File: src/pkg/timer_defines.svh
// Purpose: offsets, field positions, reset values and timing counts of the dual timer
// Assumes: included by bare name; guarded against double inclusion
// Notes: register indices are byte addresses divided by four
`ifndef TIMER_DEFINES_SVH
`define TIMER_DEFINES_SVH

// register indices; byte address is four times the index
`define TMR_IDX_CTRL 8'h88
`define TMR_IDX_MODE 8'h89
`define TMR_IDX_T0_LO 8'h8A
`define TMR_IDX_T1_LO 8'h8B
`define TMR_IDX_T0_HI 8'h8C
`define TMR_IDX_T1_HI 8'h8D

// control register fields
`define TMR_CTRL_SECOND_FLAG 7
`define TMR_CTRL_SECOND_RUN 6
`define TMR_CTRL_FIRST_FLAG 5
`define TMR_CTRL_FIRST_RUN 4

// mode register fields
`define TMR_MODE_T0_LSB 0
`define TMR_MODE_T0_CNT 2
`define TMR_MODE_T1_LSB 4
`define TMR_MODE_T1_CNT 6
`define TMR_MODE_MASK 8'h77

// reset values
`define TMR_RST_CTRL 8'h00
`define TMR_RST_MODE 8'h00
`define TMR_RST_COUNT 8'h00

// machine cycle length in clock states, event spacing in cycles, mode 0 low-byte width in bits
`define TMR_STATES_PER_CYCLE 6
`define TMR_EVENTS_MIN_CYCLES 2
`define TMR_MODE0_LO_BITS 5

`endif

File: src/pkg/timer_pkg.sv
// Purpose: types shared by the dual timer files
// Assumes: timer_defines.svh on the include path
// Notes: bus signals travel as packed structs
`include "timer_defines.svh"
package timer_pkg;

  localparam int APB_AW = 12;

  typedef struct packed {
    logic psel;
    logic penable;
    logic pwrite;
    logic [APB_AW-1:0] paddr;
    logic [31:0] pwdata;
  } apb_req_t;

  typedef struct packed {
    logic pready;
    logic pslverr;
    logic [31:0] prdata;
  } apb_rsp_t;

  typedef enum logic [1:0] {
    MODE_13BIT = 2'h0,
    MODE_16BIT = 2'h1,
    MODE_8BIT_RELOAD = 2'h2,
    MODE_SPLIT = 2'h3
  } count_mode_t;

  typedef enum logic [5:0] {
    ST_S1 = 6'h01,
    ST_S2 = 6'h02,
    ST_S3 = 6'h04,
    ST_S4 = 6'h08,
    ST_S5 = 6'h10,
    ST_S6 = 6'h20
  } machine_state_t;

endpackage

File: src/verilog/count_input_sampler.sv
// Purpose: samples one external count input once per machine cycle
// Assumes: i_sample pulses in state S5, i_consume in state S3
// Notes: event stays pending until consumed at the next S3
`timescale 1ns/1ps
module count_input_sampler (
  input wire logic i_clk_sys,
  input wire logic i_rstn,
  input wire logic i_pin,
  input wire logic i_sample,
  input wire logic i_consume,
  output logic o_event
);

  logic last_r;
  logic pend_r;

  // last sample starts low so a low pin after reset is no event
  always_ff @(posedge i_clk_sys or negedge i_rstn) begin
    if (!i_rstn) begin
      last_r <= 1'b0;
    end else if (i_sample) begin
      last_r <= i_pin;
    end
  end

  // one sample high then the next low marks a falling transition
  always_ff @(posedge i_clk_sys or negedge i_rstn) begin
    if (!i_rstn) begin
      pend_r <= 1'b0;
    end else if (i_sample && last_r && !i_pin) begin
      pend_r <= 1'b1;
    end else if (i_consume) begin
      pend_r <= 1'b0;
    end
  end

  assign o_event = pend_r;

endmodule

File: src/verilog/dual_timer_event_counter.sv
// Purpose: two timer/event counters with four modes, reached over APB
// Assumes: count pins synchronous to i_clk_sys; APB slave with no wait states
// Notes: all counting happens in state S3 of the six-state machine cycle
`timescale 1ns/1ps
`include "timer_defines.svh"
module dual_timer_event_counter (
  input wire logic i_clk_sys,
  input wire logic i_rstn,
  input timer_pkg::apb_req_t i_apb,
  output timer_pkg::apb_rsp_t o_apb,
  // first count input is the pin shared with the secure interface clock
  input wire logic i_first_count_input_pin,
  input wire logic i_second_count_input_pin,
  output logic o_second_timer_overflow_pulse,
  output logic o_first_timer_overflow_flag,
  output logic o_second_timer_overflow_flag
);
  import timer_pkg::*;

  machine_state_t state_r;
  machine_state_t state_nxt;
  logic [7:0] ctrl_r;
  logic [7:0] mode_r;
  logic [7:0] t0_lo_r;
  logic [7:0] t0_hi_r;
  logic [7:0] t1_lo_r;
  logic [7:0] t1_hi_r;
  logic [31:0] prdata_r;
  // counting strobes; tick and sample are high during one state of the machine cycle, ev0 and ev1 from S6 through S3
  logic tick;
  logic sample;
  logic ev0;
  logic ev1;
  logic [7:0] idx;
  logic addr_hit;
  logic wr_en;
  logic setup;
  count_mode_t m0;
  count_mode_t m1;
  logic cnt0_sel;
  logic cnt1_sel;
  logic inc0;
  logic inc0_hi;
  logic inc1;
  logic run1;
  // {overflow, high byte, low byte} of the incremented count
  logic [16:0] step0;
  logic [16:0] step1;
  logic [8:0] step0_hi;
  logic ovf0;
  logic ovf1;
  logic ovf0_hi;
  logic set_flag0;
  logic set_flag1;

  // returns {overflow, high byte, low byte} after one count
  // mode 0 leaves low bits 7..5 alone, so software may park data there
  function automatic logic [16:0] count_step(input count_mode_t mode, input logic [7:0] hi,
                                             input logic [7:0] lo);
    logic [13:0] c13;
    logic [16:0] c16;
    logic [8:0] c8;
    c13 = 14'h0000;
    c16 = 17'h00000;
    c8 = 9'h000;
    case (mode)
      MODE_13BIT: begin
        c13 = {1'b0, hi, lo[`TMR_MODE0_LO_BITS-1:0]} + 14'h0001;
        count_step = {c13[13], c13[12:5], lo[7:5], c13[4:0]};
      end
      MODE_16BIT: begin
        c16 = {1'b0, hi, lo} + 17'h00001;
        count_step = c16;
      end
      MODE_8BIT_RELOAD: begin
        c8 = {1'b0, lo} + 9'h001;
        count_step = c8[8] ? {1'b1, hi, hi} : {1'b0, hi, c8[7:0]};
      end
      MODE_SPLIT: begin
        c8 = {1'b0, lo} + 9'h001;
        count_step = {c8[8], hi, c8[7:0]};
      end
      default: begin
        count_step = {1'b0, hi, lo};
      end
    endcase
  endfunction

  // both timers key off this one sequencer, so their counts stay in step
  // machine cycle sequencer, one state per clock
  always_comb begin
    case (state_r)
      ST_S1: state_nxt = ST_S2;
      ST_S2: state_nxt = ST_S3;
      ST_S3: state_nxt = ST_S4;
      ST_S4: state_nxt = ST_S5;
      ST_S5: state_nxt = ST_S6;
      ST_S6: state_nxt = ST_S1;
      default: state_nxt = ST_S1;
    endcase
  end

  always_ff @(posedge i_clk_sys or negedge i_rstn) begin
    if (!i_rstn) begin
      state_r <= ST_S1;
    end else begin
      state_r <= state_nxt;
    end
  end

  assign tick = (state_r == ST_S3);
  assign sample = (state_r == ST_S5);

  // an event waits in its sampler until the next S3, four clocks later
  // falling edge detectors
  count_input_sampler u_sample0 (
    .i_clk_sys(i_clk_sys),
    .i_rstn(i_rstn),
    .i_pin(i_first_count_input_pin),
    .i_sample(sample),
    .i_consume(tick),
    .o_event(ev0)
  );

  count_input_sampler u_sample1 (
    .i_clk_sys(i_clk_sys),
    .i_rstn(i_rstn),
    .i_pin(i_second_count_input_pin),
    .i_sample(sample),
    .i_consume(tick),
    .o_event(ev1)
  );

  assign m0 = count_mode_t'(mode_r[`TMR_MODE_T0_LSB+1:`TMR_MODE_T0_LSB]);
  assign m1 = count_mode_t'(mode_r[`TMR_MODE_T1_LSB+1:`TMR_MODE_T1_LSB]);
  assign cnt0_sel = mode_r[`TMR_MODE_T0_CNT];
  assign cnt1_sel = mode_r[`TMR_MODE_T1_CNT];

  // at most one event per two cycles
  assign inc0 = tick &&
                ctrl_r[`TMR_CTRL_FIRST_RUN] &&
                (cnt0_sel ? ev0 : 1'b1);
  // split high half uses second run bit
  assign inc0_hi = tick && (m0 == MODE_SPLIT) && ctrl_r[`TMR_CTRL_SECOND_RUN];
  // while the first timer is split its high half owns the second run bit,
  // so the second timer keeps running for baud generation
  assign run1 = (m0 == MODE_SPLIT) ? 1'b1 : ctrl_r[`TMR_CTRL_SECOND_RUN];
  // no split mode for second timer
  assign inc1 = tick &&
                run1 &&
                (m1 != MODE_SPLIT) &&
                (cnt1_sel ? ev1 : 1'b1);

  // overflow is judged on the count before the increment lands
  assign step0 = count_step(m0, t0_hi_r, t0_lo_r);
  assign step1 = count_step(m1, t1_hi_r, t1_lo_r);
  assign step0_hi = {1'b0, t0_hi_r} + 9'h001;
  assign ovf0 = inc0 && step0[16];
  assign ovf1 = inc1 && step1[16];
  assign ovf0_hi = inc0_hi && step0_hi[8];

  assign set_flag0 = ovf0;
  assign set_flag1 = (m0 == MODE_SPLIT) ? ovf0_hi : ovf1;

  // APB decode; pready is always high so every access takes two cycles
  assign idx = i_apb.paddr[9:2];
  assign addr_hit = (i_apb.paddr[1:0] == 2'h0) && (i_apb.paddr[timer_pkg::APB_AW-1:10] == 2'h0) &&
                    (idx >= `TMR_IDX_CTRL) && (idx <= `TMR_IDX_T1_HI);
  assign setup = i_apb.psel && !i_apb.penable;
  assign wr_en = i_apb.psel && i_apb.penable && i_apb.pwrite && addr_hit;

  // control: software writes; a hardware set in the same edge wins
  always_ff @(posedge i_clk_sys or negedge i_rstn) begin
    if (!i_rstn) begin
      ctrl_r <= `TMR_RST_CTRL;
    end else begin
      // bits 3..0 are reserved: writes are dropped, reads give zero
      if (wr_en && idx == `TMR_IDX_CTRL) begin
        ctrl_r <= {i_apb.pwdata[7:4], 4'h0};
      end
      if (set_flag0) begin
        ctrl_r[`TMR_CTRL_FIRST_FLAG] <= 1'b1;
      end
      if (set_flag1) begin
        ctrl_r[`TMR_CTRL_SECOND_FLAG] <= 1'b1;
      end
    end
  end

  always_ff @(posedge i_clk_sys or negedge i_rstn) begin
    if (!i_rstn) begin
      mode_r <= `TMR_RST_MODE;
    end else if (wr_en && idx == `TMR_IDX_MODE) begin
      // reserved mode bits are masked so they always read back zero
      mode_r <= i_apb.pwdata[7:0] & `TMR_MODE_MASK;
    end
  end

  // first timer; a software write overrides the hardware update
  always_ff @(posedge i_clk_sys or negedge i_rstn) begin
    if (!i_rstn) begin
      t0_lo_r <= `TMR_RST_COUNT;
    end else if (wr_en && idx == `TMR_IDX_T0_LO) begin
      t0_lo_r <= i_apb.pwdata[7:0];
    end else if (inc0) begin
      t0_lo_r <= step0[7:0];
    end
  end

  always_ff @(posedge i_clk_sys or negedge i_rstn) begin
    if (!i_rstn) begin
      t0_hi_r <= `TMR_RST_COUNT;
    end else if (wr_en && idx == `TMR_IDX_T0_HI) begin
      t0_hi_r <= i_apb.pwdata[7:0];
    end else if (inc0_hi) begin
      t0_hi_r <= step0_hi[7:0];
    end else if (inc0 && m0 != MODE_SPLIT) begin
      t0_hi_r <= step0[15:8];
    end
  end

  // second timer; a software write overrides the hardware update
  // while the first timer is split, its overflow only makes the baud tick
  always_ff @(posedge i_clk_sys or negedge i_rstn) begin
    if (!i_rstn) begin
      t1_lo_r <= `TMR_RST_COUNT;
    end else if (wr_en && idx == `TMR_IDX_T1_LO) begin
      t1_lo_r <= i_apb.pwdata[7:0];
    end else if (inc1) begin
      t1_lo_r <= step1[7:0];
    end
  end

  always_ff @(posedge i_clk_sys or negedge i_rstn) begin
    if (!i_rstn) begin
      t1_hi_r <= `TMR_RST_COUNT;
    end else if (wr_en && idx == `TMR_IDX_T1_HI) begin
      t1_hi_r <= i_apb.pwdata[7:0];
    end else if (inc1) begin
      t1_hi_r <= step1[15:8];
    end
  end

  always_ff @(posedge i_clk_sys or negedge i_rstn) begin
    if (!i_rstn) begin
      o_second_timer_overflow_pulse <= 1'b0;
    end else begin
      o_second_timer_overflow_pulse <= ovf1;
    end
  end

  // a 16-bit count is read a byte at a time and may roll over in between
  // read data captured in the setup cycle, stable through the access phase
  always_ff @(posedge i_clk_sys or negedge i_rstn) begin
    if (!i_rstn) begin
      prdata_r <= 32'h0000_0000;
    end else if (setup) begin
      prdata_r <= 32'h0000_0000;
      if (addr_hit && !i_apb.pwrite) begin
        case (idx)
          `TMR_IDX_CTRL: prdata_r[7:0] <= ctrl_r;
          `TMR_IDX_MODE: prdata_r[7:0] <= mode_r;
          `TMR_IDX_T0_LO: prdata_r[7:0] <= t0_lo_r;
          `TMR_IDX_T1_LO: prdata_r[7:0] <= t1_lo_r;
          `TMR_IDX_T0_HI: prdata_r[7:0] <= t0_hi_r;
          `TMR_IDX_T1_HI: prdata_r[7:0] <= t1_hi_r;
          default: prdata_r <= 32'h0000_0000;
        endcase
      end
    end
  end

  assign o_apb.pready = 1'b1;
  // unmapped or misaligned addresses answer with an error, no effect
  assign o_apb.pslverr = i_apb.psel && i_apb.penable && !addr_hit;
  assign o_apb.prdata = prdata_r;
  assign o_first_timer_overflow_flag = ctrl_r[`TMR_CTRL_FIRST_FLAG];
  assign o_second_timer_overflow_flag = ctrl_r[`TMR_CTRL_SECOND_FLAG];

endmodule
File: config.mk
export PLATFORM = sky130hd
export DESIGN_NAME = dual_timer_event_counter
export DESIGN_NICKNAME = d
export VERILOG_FILES = /design/src/pkg/timer_pkg.sv /design/src/verilog/count_input_sampler.sv /design/src/verilog/dual_timer_event_counter.sv
export VERILOG_INCLUDE_DIRS = /design/src /design/src/pkg
export SDC_FILE = /design/constraint.sdc
export NUM_CORES = 1
export LEC_CHECK = 0
export BUFFER_PORTS_ARGS = -buffer_cell sky130_fd_sc_hd__buf_2
export CORE_UTILIZATION = 40
export CTS_BUF_LIST = sky130_fd_sc_hd__clkbuf_4 sky130_fd_sc_hd__clkbuf_8 sky130_fd_sc_hd__clkbuf_16
export DETAILED_ROUTE_END_ITERATION = 8
export MAX_ROUTING_LAYER = met4
export PLACE_DENSITY = 0.69
export SYNTH_ARGS = -nofsm -noshare
export SYNTH_HDL_FRONTEND = slang
export SYNTH_SLANG_ARGS = --single-unit
File: constraint.sdc
create_clock -name i_clk_sys -period 4.7 [get_ports i_clk_sys]
set_input_delay 0.47 -clock i_clk_sys [delete_from_list [all_inputs] [get_ports i_clk_sys]]
set_output_delay 0.47 -clock i_clk_sys [all_outputs]
set_load 0.05 [all_outputs]
==> results.md <==
- Multi-input logic area: around 2600 um^2
- Final core utilization: 45.79%
- Worst setup SP type: register
- Total global routing track utilization: 23.27%
- # nets final: 604
- Min-Delay Path Class: input pin to asynchronous set/reset pin
- R2r endpoint: t0_lo_r[2]
- Async SR Flop Fraction: 100.0%
- Chip height: 107.0 um
- Design Area, Final: 4812 um^2
- CTS max path bufs: 2
- Vias per cell: between 5 and 6
- Vias: 4102
- Largest net degree at the start of global routing: 62
- Initial antenna violation count: 0
- Storage element area: 1528 um^2
- Synth cell types: 68
- Pleak: approximately 2.0 nW
- # fillers: 1018
- Reg-to-Reg Start: t0_lo_r[0]
- First-pass GRT wire length: 19750 um
- Cell Area, Synth: 4413 um^2
- Vias in the first global route: about 3800
- Cts hold-fix bufs: 0
- Crit Path Class: register to register
- CTS tree: built
- RSZ-0062 raised after global routing: no
- R2R Setup Slk: 2.07 ns
- Post-CTS Setup Inserts: 0
- Synthesis-stage register bit count: 61
- Max VDD drop: 0.1490 mV
- Placement Cell Area: 4549 um^2
- Post-route setup TNS: 0 ns
- CTS sink count: 61
- Worst endpoint required time: between 4 and 5 ns
- IO Port Bufs: 38
- Max-cap violations: 0
- Total CTS buffers: 9
- Ant diodes: 0
- Row count: 37
- Grt ovf: 0
- Hold Vio Cnt, Final: 0
- Post-synth EDFFs: 0
- Layout cells sized above 1: 16.40%
- Sequential share of the synthesized area: 34.62%
- Dpl ws: 1.925 ns
- Crit Path Max Fanout: 7
- Outcome: finished, final reports clean
- Critical Path AT: 2.85 ns
- CP Capture Type: register
- PD cells: between 200 and 300 nW/um^2
- Final WS setup: 2.072 ns
- Top_reg_cell synth: dfrtp_1
- Headroom to the max-slew limit: a little over two fifths
- Max-slew violations: 0
- Post-route ant nets: 0
- Worst-Margin Slew: 0.8582 ns
- First-pass iteration count of the detailed router: 5
- Period minus WS final: 2.628 ns
- Num ports: 88
- PostCTS Resize Cnt: 0
- Final setup viols: 0
- Remaining DRCs: 0
- Clk_lat worst skew: roughly 0.35 ns
- Post-synthesis cell count: 529
- H-tree levels: 3
- Reg clk slew, reported paths: 0.07 ns
- Die area: about 11000 um^2
- Final Skew: around 0.014 ns
- Initial DRC Count: 405
- CORE AREA: 10510 um^2
- Final estimated routing congestion in global placement: 0.9311
- Drt total wl: between 10000 and 15000 um
- CTS root buf: clkbuf_8
- Reg2Reg Depth: 6
- Fin crit share: 55.91%
- Mean Syn Cell Area: 8.342 um^2
- Design Power: ~1.3 mW
- Initial core utilization: 41.99%
- Routed len/inst: 17.95 um
- Yosys warning count: 0
- DP Wirelength: 8913 um
- Chip Width: 107.0 um
- Syn-to-layout area delta: 9.045%
- Fmax: 380.5 MHz
area by class of cell:
class                   instances  share of cell area (%)
clock buffers                  13                   3.588
clock inverters                 3                   1.872
inverters                      13                   1.014
multi-input cells             425                   53.98
flip-flops and latches         61                   31.75
well taps                     136                   3.536
repair buffers                 40                   4.264
critical path, cell delays in order, from the launching register on:
cell and delay (ns):
dfrtp_1 0.46, ha_1 0.25, nand4_1 0.32, nor3_1 0.81, mux2_2 0.42, o22ai_1 0.15
o21ai_0 0.10
cells by family (layout without fill, tap and decap cells):
group / after synthesis / count (layout) / synth area share, %
AO/OA/AOI/OAI: 140 / 140 / 20.67
XOR/XNOR: 25 / 25 / 4.962
adder cells (fa/ha/maj): 3 / 3 / 0.8507
buffers and inverters: 66 / 69 / 8.477
flip-flops: 61 / 61 / 34.62
multiplexers: 24 / 24 / 5.954
other: 2 / 25 / 0.1702
AND/OR/NAND/NOR: 208 / 208 / 24.30
routing by layer:
layer / track usage [%] / up-vias / share of wire (%)
met2: 36.82 / 206 / 48
met3: 3.283 / 26 / 7.6
met5: - / - / 0
met4: 7.828 / 0 / 1.7
met1: 30.66 / 1965 / 43
li1: - / 1905 / -
report_power, final:
| group | leakage (nW) | switching (mW) | internal [mW] |
|---|---|---|---|
| registers | 0.696 | 0.00181 | 0.527 |
| clock network | 0.133 | 0.213 | 0.402 |
| logic | 1.19 | 0.0869 | 0.0207 |
sequential cells by signal, summed over array words and instances, names as in the netlist:
signal                         flops
prdata_r                           8
t0_hi_r                            8
t0_lo_r                            8
t1_hi_r                            8
t1_lo_r                            8
mode_r                             6
state_r                            6
ctrl_r                             4
o_second_timer_overflow_pulse      1
u_sample0.last_r                   1
u_sample0.o_event                  1
u_sample1.last_r                   1
u_sample1.o_event                  1
worst max path at each step:
stage,from,endpoint,slack (ns)
global placement,i_apb[32],t0_lo_r[3],1.92
detailed placement,i_apb[32],t0_lo_r[3],1.92
finish,t0_lo_r[0],t0_lo_r[2],2.07
global route,t0_lo_r[0],t0_lo_r[3],1.85
floorplan,i_apb[32],t0_lo_r[3],2.37
CTS,t0_lo_r[0],t0_lo_r[2],2.09
through the flow:
stage	hold slack, ns	std cells
2_1_floorplan	0.1744	552
3_3_place_gp	0.4583	675
3_5_place_dp	0.4701	675
4_1_cts	0.3227	691
5_1_grt	0.3425	691
6_report	0.2873	691
layout by cell type, fill, tap and decap left out, drive strengths merged, types with 6 or more instances in the layout:
cell type	n
nand3	21
and3	14
nand2b	9
conb	25
or3	6
nor3	20
dfrtp	60
mux2i	6
a221oi	7
nand2	62
buf	40
o21ai	49
inv	13
xnor2	19
xor2	6
nor4	8
nor2	40
clkbuf	13
a21oi	30
mux2	18
synth_stat cells, drive strengths merged (6+ instances only):
library cell | n | share of area, %
a21oi | 30 | 3.4
nand3 | 21 | 2.4
mux2 | 18 | 4.6
mux2i | 6 | 1.4
nor3 | 20 | 2.6
clkbuf | 20 | 2.0
xor2 | 6 | 1.2
a221oi | 7 | 1.4
inv | 13 | 1.1
o21ai | 49 | 5.6
nor2 | 40 | 3.4
nor4 | 8 | 1.6
nand2 | 62 | 5.3
buf | 33 | 5.4
nand2b | 9 | 1.3
and3 | 14 | 2.0
xnor2 | 19 | 3.8
or3 | 6 | 0.96
dfrtp | 60 | 34
No activity file was read; power rests on OpenSTA's default activity.
